### config.mk
export PLATFORM = sky130hd
export DESIGN_NAME = fpm_menu
export DESIGN_NICKNAME = d
export VERILOG_FILES = /design/src/fpm_pkg.sv /design/src/fpm_hold_timer.sv /design/src/fpm_key_sync.sv /design/src/fpm_menu.sv
export VERILOG_INCLUDE_DIRS = /design/src
export SDC_FILE = /design/constraint.sdc
export NUM_CORES = 1
export LEC_CHECK = 0
export BUFFER_PORTS_ARGS = -buffer_cell sky130_fd_sc_hd__buf_2
export CORE_UTILIZATION = 35
export DETAILED_ROUTE_END_ITERATION = 8
export PLACE_DENSITY = 0.55
export SYNTH_ARGS = -nofsm -noshare
export SYNTH_HDL_FRONTEND = slang
export SYNTH_HIERARCHICAL = 1
export SYNTH_SLANG_ARGS = --single-unit
### constraint.sdc
create_clock -name sys_clk -period 7.5 [get_ports sys_clk]
set_clock_uncertainty 0.1 [all_clocks]
set_input_delay 1.125 -clock sys_clk [delete_from_list [all_inputs] [get_ports sys_clk]]
set_output_delay 1.125 -clock sys_clk [all_outputs]
set_load 0.1 [all_outputs]
### src/fpm_cfg.svh
// front panel menu constants: timing counts, field widths, codes
// assumes a 40 MHz system clock
`ifndef FPM_CFG_SVH
`define FPM_CFG_SVH

// ****************************************
// timing
// ****************************************
`define FPM_CLK_KHZ 40000
`define FPM_HOLD_MS 5000
`define FPM_HOLD_CYCLES ((`FPM_HOLD_MS) * (`FPM_CLK_KHZ))
`define FPM_DASH_STEPS 5

// ****************************************
// value layout
// ****************************************
`define FPM_DIGITS 5
`define FPM_DIGIT_W 4
`define FPM_VALUE_W 20
`define FPM_POINT_W 3
`define FPM_NUM_W 10
`define FPM_DIGIT_MAX 4'h9

// ****************************************
// key vector positions
// ****************************************
`define FPM_KEY_MODE 0
`define FPM_KEY_SHIFT 1
`define FPM_KEY_UP 2
`define FPM_KEY_DOWN 3
`define FPM_KEY_DATA 4
`define FPM_KEYS 5

// ****************************************
// setting values
// ****************************************
`define FPM_NV_AUTO_ON 1'b1

`endif

### src/fpm_pkg.sv
// front panel menu types
// assumes fpm_cfg.svh is on the include path
`include "fpm_cfg.svh"

package fpm_pkg;

  typedef enum logic [12:0] {
    FPM_S_DEFAULT = 13'h0001,
    FPM_S_MONITOR = 13'h0002,
    FPM_S_PARSEL  = 13'h0004,
    FPM_S_EDIT    = 13'h0008,
    FPM_S_SAVED   = 13'h0010,
    FPM_S_WRSEL   = 13'h0020,
    FPM_S_WRMODE  = 13'h0040,
    FPM_S_WRBUSY  = 13'h0080,
    FPM_S_WRRES   = 13'h0100,
    FPM_S_AUX     = 13'h0200,
    FPM_S_ALMCLR  = 13'h0400,
    FPM_S_ALMBUSY = 13'h0800,
    FPM_S_ALMRES  = 13'h1000
  } fpm_state_type;

  typedef enum logic [1:0] {
    FPM_RES_NONE   = 2'h0,
    FPM_RES_FINISH = 2'h1,
    FPM_RES_RESET  = 2'h2,
    FPM_RES_ERROR  = 2'h3
  } fpm_result_type;

  typedef struct packed {
    fpm_state_type screen;
    logic [`FPM_VALUE_W-1:0] value;
    logic [`FPM_POINT_W-1:0] point;
    logic [`FPM_POINT_W-1:0] dashes;
    logic restart_mark;
    fpm_result_type result;
  } fpm_disp_type;

  typedef struct packed {
    logic [`FPM_NUM_W-1:0] num;
    logic [`FPM_VALUE_W-1:0] value;
  } fpm_param_type;

endpackage : fpm_pkg
### src/fpm_hold_timer.sv
// hold-to-confirm timer with growing dash count
// assumes hold is a synchronised key level gated by the caller
`timescale 1ns/1ps
`default_nettype none
`include "fpm_cfg.svh"

module fpm_hold_timer #(
  parameter int HOLD_CYCLES = `FPM_HOLD_CYCLES,
  parameter int STEPS = `FPM_DASH_STEPS
) (
  input wire logic sys_clk,
  input wire logic reset,
  input wire logic hold,
  output logic [`FPM_POINT_W-1:0] dashes,
  output logic fire
);

  localparam int STEP_CYCLES = (HOLD_CYCLES + STEPS - 1) / STEPS;

  logic [31:0] count_q;
  logic [31:0] step_q;
  logic [`FPM_POINT_W-1:0] dash_q;
  logic done_q;
  logic step_end;

  assign step_end = (step_q == 32'(STEP_CYCLES - 1));
  assign dashes = dash_q;
  assign fire = hold && !done_q && (count_q == 32'(HOLD_CYCLES - 1));

  // ****************************************
  // release clears the timer and dashes
  // ****************************************
  always_ff @(posedge sys_clk) begin
    if (reset || !hold) begin
      count_q <= '0;
      step_q <= '0;
      dash_q <= '0;
      done_q <= 1'b0;
    end else if (!done_q) begin
      count_q <= count_q + 32'h0000_0001;
      step_q <= step_end ? 32'h0000_0000 : step_q + 32'h0000_0001;
      if (step_end && dash_q != `FPM_POINT_W'(STEPS)) begin
        dash_q <= dash_q + `FPM_POINT_W'(1);
      end
      done_q <= fire;
    end
  end

endmodule // fpm_hold_timer

`default_nettype wire

### src/fpm_key_sync.sv
// front panel key synchroniser with press detection
// assumes keys are asynchronous, active high while pressed
`timescale 1ns/1ps
`default_nettype none

module fpm_key_sync #(
  parameter int WIDTH = 5
) (
  input wire logic sys_clk,
  input wire logic reset,
  input wire logic [WIDTH-1:0] key_pin,
  output logic [WIDTH-1:0] key_level,
  output logic [WIDTH-1:0] key_press
);

  logic [WIDTH-1:0] s1_q;
  logic [WIDTH-1:0] s2_q;
  logic [WIDTH-1:0] s3_q;
  logic [WIDTH-1:0] level_q;
  logic [WIDTH-1:0] level_d;
  logic [WIDTH-1:0] agree;

  // ****************************************
  // a change counts once stages two and three agree
  // ****************************************
  assign agree = ~(s2_q ^ s3_q);
  assign level_d = (agree & s3_q) | (~agree & level_q);
  assign key_level = level_q;
  assign key_press = level_d & ~level_q;

  always_ff @(posedge sys_clk) begin
    if (reset) begin
      s1_q <= '0;
      s2_q <= '0;
      s3_q <= '0;
      level_q <= '0;
    end else begin
      s1_q <= key_pin;
      s2_q <= s1_q;
      s3_q <= s2_q;
      level_q <= level_d;
    end
  end

endmodule // fpm_key_sync

`default_nettype wire

### src/fpm_menu.sv
// front panel parameter menu: edit, save, nonvolatile write, alarm clear
// assumes a parameter store, nonvolatile writer and alarm logic outside
//
// Functional notes
// - data key shows stored parameter value
// - shift moves point, up/down change digit
// - data key during edit stores value
// - mode key discards edit, back to selection
// - data after save returns to setting display
// - saved value applied now unless restart needed
// - restart-needed parameters shown with r mark
// - auto nonvolatile write when select equals one
// - write starts after five second up hold
// - write result finish, reset or error
// - data after result returns to write display
// - default display first, data goes monitor
// - three mode presses reach auxiliary mode
// - alarm clear after five second up hold
// - only clearable alarms may be reset
// - clear shows finish, else error, alarm stays
`timescale 1ns/1ps
`default_nettype none
`include "fpm_cfg.svh"

module fpm_menu
  import fpm_pkg::*;
#(
  parameter int HOLD_CYCLES = `FPM_HOLD_CYCLES,
  parameter int DIGITS = `FPM_DIGITS
) (
  input wire logic sys_clk,
  input wire logic reset,
  input wire logic [`FPM_KEYS-1:0] key_pin,
  input wire logic default_display_select,
  input wire logic panel_write_to_nonvolatile_select,
  input wire logic [`FPM_NUM_W-1:0] param_num,
  input wire logic [`FPM_VALUE_W-1:0] stored_value,
  input wire logic needs_restart,
  output fpm_param_type param_wr,
  output logic param_store,
  output logic param_apply,
  output logic nv_start,
  input wire logic nv_done,
  input wire logic nv_ok,
  input wire logic nv_restart_pending,
  output logic alarm_clear,
  input wire logic alarm_clearable,
  input wire logic alarm_done,
  input wire logic alarm_ok,
  output fpm_disp_type disp
);

  // ****************************************
  // digit arithmetic
  // ****************************************
  function automatic logic [`FPM_VALUE_W-1:0] step_digit(
    input logic [`FPM_VALUE_W-1:0] val,
    input logic [`FPM_POINT_W-1:0] pos,
    input logic up
  );
    logic [`FPM_DIGIT_W-1:0] dig;
    logic [`FPM_VALUE_W-1:0] res;
    dig = val[pos*`FPM_DIGIT_W +: `FPM_DIGIT_W];
    res = val;
    if (up) begin
      dig = (dig >= `FPM_DIGIT_MAX) ? 4'h0 : dig + 4'h1;
    end else begin
      dig = (dig == 4'h0) ? `FPM_DIGIT_MAX : dig - 4'h1;
    end
    res[pos*`FPM_DIGIT_W +: `FPM_DIGIT_W] = dig;
    return res;
  endfunction

  // ****************************************
  // keys and hold timer
  // ****************************************
  logic [`FPM_KEYS-1:0] key_level;
  logic [`FPM_KEYS-1:0] key_press;
  logic [`FPM_POINT_W-1:0] dashes;
  logic hold_fire;
  logic hold_en;

  fpm_key_sync #(
    .WIDTH(`FPM_KEYS)
  ) u_keys (
    .sys_clk(sys_clk),
    .reset(reset),
    .key_pin(key_pin),
    .key_level(key_level),
    .key_press(key_press)
  );

  fpm_hold_timer #(
    .HOLD_CYCLES(HOLD_CYCLES),
    .STEPS(`FPM_DASH_STEPS)
  ) u_hold (
    .sys_clk(sys_clk),
    .reset(reset),
    .hold(hold_en),
    .dashes(dashes),
    .fire(hold_fire)
  );

  // ****************************************
  // state and registers
  // ****************************************
  fpm_state_type state_q;
  fpm_state_type state_d;
  logic [`FPM_VALUE_W-1:0] edit_q;
  logic [`FPM_VALUE_W-1:0] edit_d;
  logic [`FPM_POINT_W-1:0] point_q;
  logic [`FPM_POINT_W-1:0] point_d;
  logic restart_q;
  logic restart_d;
  fpm_result_type result_q;
  fpm_result_type result_d;
  fpm_param_type wr_q;
  logic store_q;
  logic apply_q;
  logic nv_q;
  logic clr_q;
  logic store_d;
  logic apply_d;
  logic nv_d;
  logic clr_d;

  wire k_mode = key_press[`FPM_KEY_MODE];
  wire k_shift = key_press[`FPM_KEY_SHIFT];
  wire k_up = key_press[`FPM_KEY_UP];
  wire k_down = key_press[`FPM_KEY_DOWN];
  wire k_data = key_press[`FPM_KEY_DATA];
  wire up_held = key_level[`FPM_KEY_UP];
  wire in_hold_screen = (state_q == FPM_S_WRMODE) || (state_q == FPM_S_ALMCLR);
  wire [`FPM_POINT_W-1:0] point_left = (point_q == `FPM_POINT_W'(DIGITS - 1)) ?
                                       '0 : point_q + `FPM_POINT_W'(1);
  wire [`FPM_VALUE_W-1:0] edit_up = step_digit(edit_q, point_q, 1'b1);
  wire [`FPM_VALUE_W-1:0] edit_dn = step_digit(edit_q, point_q, 1'b0);
  wire start_select = default_display_select;

  assign hold_en = in_hold_screen && up_held;

  // ****************************************
  // next state
  // ****************************************
  always_comb begin
    state_d = state_q;
    edit_d = edit_q;
    point_d = point_q;
    restart_d = restart_q;
    result_d = result_q;
    store_d = 1'b0;
    apply_d = 1'b0;
    nv_d = 1'b0;
    clr_d = 1'b0;
    case (state_q)
      FPM_S_DEFAULT: begin
        if (k_data) begin
          state_d = FPM_S_MONITOR;
        end
      end
      FPM_S_MONITOR: begin
        if (k_mode) begin
          state_d = FPM_S_PARSEL;
        end
      end
      FPM_S_PARSEL: begin
        if (k_mode) begin
          state_d = FPM_S_WRSEL;
        end else if (k_data) begin
          state_d = FPM_S_EDIT;
          edit_d = stored_value;
          point_d = '0;
        end
      end
      FPM_S_EDIT: begin
        if (k_mode) begin
          state_d = FPM_S_PARSEL;
        end else if (k_data) begin
          state_d = FPM_S_SAVED;
          store_d = 1'b1;
          apply_d = !needs_restart;
          restart_d = needs_restart;
          nv_d = (panel_write_to_nonvolatile_select == `FPM_NV_AUTO_ON);
        end else if (k_shift) begin
          point_d = point_left;
        end else if (k_up) begin
          edit_d = edit_up;
        end else if (k_down) begin
          edit_d = edit_dn;
        end
      end
      FPM_S_SAVED: begin
        if (k_data) begin
          state_d = FPM_S_PARSEL;
        end
      end
      FPM_S_WRSEL: begin
        if (k_mode) begin
          state_d = FPM_S_AUX;
        end else if (k_data) begin
          state_d = FPM_S_WRMODE;
        end
      end
      FPM_S_WRMODE: begin
        if (hold_fire) begin
          state_d = FPM_S_WRBUSY;
          nv_d = 1'b1;
        end else if (k_data) begin
          state_d = FPM_S_WRSEL;
        end
      end
      FPM_S_WRBUSY: begin
        if (nv_done) begin
          state_d = FPM_S_WRRES;
          result_d = !nv_ok ? FPM_RES_ERROR :
                     nv_restart_pending ? FPM_RES_RESET : FPM_RES_FINISH;
        end
      end
      FPM_S_WRRES: begin
        if (k_data) begin
          state_d = FPM_S_WRMODE;
          result_d = FPM_RES_NONE;
        end
      end
      FPM_S_AUX: begin
        if (k_mode) begin
          state_d = FPM_S_MONITOR;
        end else if (k_data) begin
          state_d = FPM_S_ALMCLR;
        end
      end
      FPM_S_ALMCLR: begin
        if (hold_fire) begin
          if (alarm_clearable) begin
            state_d = FPM_S_ALMBUSY;
            clr_d = 1'b1;
          end else begin
            state_d = FPM_S_ALMRES;
            result_d = FPM_RES_ERROR;
          end
        end else if (k_data) begin
          state_d = FPM_S_AUX;
        end
      end
      FPM_S_ALMBUSY: begin
        if (alarm_done) begin
          state_d = FPM_S_ALMRES;
          result_d = alarm_ok ? FPM_RES_FINISH : FPM_RES_ERROR;
        end
      end
      FPM_S_ALMRES: begin
        if (k_data) begin
          state_d = FPM_S_AUX;
          result_d = FPM_RES_NONE;
        end
      end
      default: begin
        state_d = FPM_S_DEFAULT;
      end
    endcase
  end

  // ****************************************
  // registers
  // ****************************************
  always_ff @(posedge sys_clk) begin
    if (reset) begin
      state_q <= FPM_S_DEFAULT;
      edit_q <= '0;
      point_q <= '0;
      restart_q <= 1'b0;
      result_q <= FPM_RES_NONE;
      store_q <= 1'b0;
      apply_q <= 1'b0;
      nv_q <= 1'b0;
      clr_q <= 1'b0;
      wr_q <= '0;
    end else begin
      state_q <= state_d;
      edit_q <= edit_d;
      point_q <= point_d;
      restart_q <= restart_d;
      result_q <= result_d;
      store_q <= store_d;
      apply_q <= apply_d;
      nv_q <= nv_d;
      clr_q <= clr_d;
      if (store_d) begin
        wr_q <= '{num: param_num, value: edit_q};
      end
    end
  end

  // ****************************************
  // outputs
  // ****************************************
  assign param_wr = wr_q;
  assign param_store = store_q;
  assign param_apply = apply_q;
  assign nv_start = nv_q;
  assign alarm_clear = clr_q;

  always_comb begin
    disp.screen = state_q;
    disp.value = (state_q == FPM_S_DEFAULT) ? `FPM_VALUE_W'(start_select) : edit_q;
    disp.point = point_q;
    disp.dashes = in_hold_screen ? dashes : '0;
    disp.restart_mark = (state_q == FPM_S_SAVED || state_q == FPM_S_PARSEL) && restart_q;
    disp.result = result_q;
  end

endmodule // fpm_menu

`default_nettype wire

==> results_dict.tcl <==
set metrics [dict create \
    synth.net_count 1062 \
    clock_path_buffers 2 \
    total_power_mw 1.917 \
    ys_seq_elements 161 \
    grt_setup_unrepaired "false" \
    first_pass_grt_wire_length_um 35570 \
    avgSynthCellArea_um2 8.183 \
    synth_commonest_cells "sky130_fd_sc_hd__dfxtp_1 (161), sky130_fd_sc_hd__nand2_1 (133), sky130_fd_sc_hd__nor2_1 (123)" \
    crit_fanout 12 \
    die_height_um 155.2 \
    io-pin-count 122 \
    antenna-diode-count 0 \
    timing_max_transition_violations_final 0 \
    drt_drc_violations_left 0 \
    globalplace.congestion 0.8850 \
    final_hold_vios 0 \
    cts_tree "built" \
    postLayoutCellArea_mm2 0.009595 \
    post_synth_instance_area_mm2 0.008215 \
    yosys.area_share.xor_xnor_pct 5.864 \
    cts_inserted_buffers 17 \
    routedWlPerCell_um 15.22 \
    holdBufCountCts 0 \
    number_of_nets_in_the_finished_design 1161 \
    worstRegToRegCells 18 \
    placementRows 55 \
    die_area_mm2 0.02409 \
    synth-warning-count 6 \
    floorplan.initialDensity_pct 35.96 \
    syn-instance-count 1004 \
    clkPwrFrac_pct 45.5 \
    holdWs_ps 341.3 \
    hold_end "u_keys/s2_q[3]" \
    fmaxAchievable_ghz 0.2010 \
    synthDominantCellAreaShare_pct 39.23 \
    initialDrtViolationCount 514 \
    post_synth_fa_ha_maj_area_fraction_pct 1.828 \
    yosys-top-cells-area "sky130_fd_sc_hd__dfxtp_1 (39%), sky130_fd_sc_hd__nand2_1 (6.1%), sky130_fd_sc_hd__nor2_1 (5.6%)" \
    status "finished clean" \
    finalSetupViolations 0 \
    share_of_total_power_in_sequential_cells_pct 45.4 \
    power.net_switching_uw 499.2 \
    number_of_port_buffers 121 \
    powerDensity_mw_per_mm2 199.8 \
    timing.reg2reg.setup_slack_ps 2520 \
    coreArea_mm2 0.02285 \
    cts_sinks 161 \
    synth.lib_cells_used.distinct 89 \
    min_period_over_period_pct 66.35 \
    tns_ps 0 \
    post-dp-hpwl_um 15780 \
    grt.total_usage_pct 18.46 \
    antenna_violating_nets_post_route 0 \
    timing.critical_path.from "state_q[12]" \
    critical_path.endpoint_type "flop" \
    synth_async_sr_flop_share_pct 0 \
    htree_levels 4 \
    synth-edff-count 0 \
    post_cts_buffers 0 \
    timing_worst_setup_path_type "flop to flop" \
    timing.hold.worst_path_depth 1 \
    path_clk_slew_ps 70 \
    r2r_start "state_q[12]" \
    detailedRoute.firstPassIterationCount 5 \
    terminus_of_the_critical_flop_to_flop_path "edit_q[8]" \
    startpoint_type "flop" \
    synthMuxAreaShare_pct 1.782 \
    grt_antenna_before_repair 0 \
    ys_seq_area_share_pct 39.23 \
    max-cap-violations 0 \
    post-synth-top-count-cell "sky130_fd_sc_hd__dfxtp_1" \
    synth_compound_area_share_pct 14.32 \
    drt-total-wl_um 21730 \
    peakVddDrop_mv 0.1122 \
    crit_arrival_ps 5170 \
    die_w_um 155.2 \
    cts_root_buffer "sky130_fd_sc_hd__clkbuf_16" \
    drive_gt1_share_pct 18.57 \
    synth_top_cell_by_area "sky130_fd_sc_hd__dfxtp_1" \
    power.share.switching_pct 26.04 \
    clk-insertion-delay-late_ps 430 \
    synth_top_family_by_area "simple AND/OR/NAND/NOR gates" \
    cellLeakagePower_nw 3.515 \
    combPwrFrac_pct 9.1 \
    grt_overflow 0 \
    grt_pass1_vias 6740 \
    hp-class "flop to flop" \
    worst-slew-pin-transition_ps 1119 \
    worst-endpoint-required_ps 7690 \
    areaGrowthSynthToFinish_pct 16.80 \
    power.internal_mw 1.418 \
    synthFlopType "sky130_fd_sc_hd__dfxtp_1" \
    vias_per_cell 5.165 \
    max-slew-margin-rel_pct 25.37 \
    final_period_minus_worst_setup_slack_ps 4976 \
    place_area_mm2 0.009007 \
    cts_resized 0 \
    total_vias_in_the_final_route 7375 \
    grt_max_degree 47 \
    synthSimpleGateAreaFrac_pct 32.01 \
    launch_instance_of_the_worst_min_delay_path "u_keys/s1_q[3]" \
]
registers in the layout (all words and copies together) (netlist names):
name	cells
alarm_clear	1
edit_q	20
nv_start	1
param_apply	1
param_store	1
param_wr	30
point_q	3
restart_q	1
result_q	2
state_q	13
u_hold/count_q	32
u_hold/dashes	3
u_hold/done_q	1
u_hold/step_q	32
u_keys/key_level	5
u_keys/s1_q	5
u_keys/s2_q	5
u_keys/s3_q	5
cells in the final DEF (no fill, tap or decap), types with 12 or more instances in the layout:
| master | n |
|---|---|
| sky130_fd_sc_hd__buf_2 | 120 |
| sky130_fd_sc_hd__o21ai_0 | 28 |
| sky130_fd_sc_hd__ha_1 | 12 |
| sky130_fd_sc_hd__xor2_1 | 38 |
| sky130_fd_sc_hd__nand3_1 | 41 |
| sky130_fd_sc_hd__nor2_1 | 123 |
| sky130_fd_sc_hd__clkbuf_16 | 17 |
| sky130_fd_sc_hd__nor2b_1 | 32 |
| sky130_fd_sc_hd__dfxtp_1 | 161 |
| sky130_fd_sc_hd__nand4_1 | 28 |
| sky130_fd_sc_hd__xnor2_1 | 17 |
| sky130_fd_sc_hd__nand2_1 | 133 |
| sky130_fd_sc_hd__a21oi_1 | 79 |
| sky130_fd_sc_hd__nor3_1 | 27 |
| sky130_fd_sc_hd__inv_1 | 32 |
| sky130_fd_sc_hd__nor2b_2 | 13 |
kinds of logic after synthesis:
family / count (synthesis)
AO/OA/AOI/OAI: 181
adder cells (fa/ha/maj): 12
XOR/XNOR: 55
AND/OR/NAND/NOR: 500
flip-flops: 161
multiplexers: 13
buffers and inverters: 82
worst max-delay path, cell delays in order (launching register included):
cell                        delay, ps
sky130_fd_sc_hd__dfxtp_1          410
sky130_fd_sc_hd__nor4_4           530
sky130_fd_sc_hd__nand2_4          140
sky130_fd_sc_hd__nor4_1           600
sky130_fd_sc_hd__nand2_1          200
sky130_fd_sc_hd__nand2_1          190
sky130_fd_sc_hd__and2_1           180
sky130_fd_sc_hd__nor3b_1          190
sky130_fd_sc_hd__nand4_1          130
sky130_fd_sc_hd__nor4_1           180
sky130_fd_sc_hd__and4_1           440
sky130_fd_sc_hd__nor3b_1           90
sky130_fd_sc_hd__o211a_1          260
sky130_fd_sc_hd__o211a_1          260
sky130_fd_sc_hd__a2111oi_2        200
sky130_fd_sc_hd__buf_4            250
sky130_fd_sc_hd__a21oi_1          130
sky130_fd_sc_hd__a221oi_1         280
sky130_fd_sc_hd__nor3_1            70
stage by stage:
step / worst slack [ps] / utilization (%) / std cells
2_1_floorplan: 2321 / - / 1004
3_3_place_gp: 2775 / 39.43 / 1397
3_5_place_dp: 2562 / 39.43 / 1397
4_1_cts: 2539 / 42.00 / 1428
5_1_grt: 2006 / 42.00 / 1428
6_report: 2524 / 42.00 / 1428
power by group through the flow:
| stage | clock network, mW | registers [mW] | logic [mW] |
|---|---|---|---|
| finish | 0.872 | 0.871 | 0.174 |
| global route | 0.935 | 0.871 | 0.190 |
| CTS | 0.897 | 0.871 | 0.174 |
| detailed placement | 0 | 0.890 | 0.173 |
| global placement | 0 | 0.890 | 0.174 |
| floorplan | 0 | 0.909 | 0.108 |
cell type report:
class	instances	area (um^2)
Sequential cell	161	3223
Fill cell	2346	13250
Multi-Input combinational cell	761	4601
Clock inverter	13	148.9
Inverter	33	123.9
Clock buffer	18	439.2
Tap cell	313	391.6
Timing Repair Buffer	129	668.1
routing by layer:
layer  global-route usage (%)  part of all wire (%)  up-vias  routed length (um)
met2                    27.93                    43      191                9452
met5                        0                     0        -                   0
li1                         -                     -     3712                   -
met4                    5.742                   1.1        0                 249
met1                    26.34                    51     3456               10990
met3                    3.538                   4.8       16                1044
worst max-delay path by stage:
stage	to	slack, ps
6_report	edit_q[8]	2520
3_5_place_dp	edit_q[8]	2560
3_3_place_gp	edit_q[10]	2780
2_1_floorplan	disp[9]	2320
5_1_grt	edit_q[8]	2010
4_1_cts	edit_q[8]	2540
No activity file was read; power rests on OpenSTA's default activity.
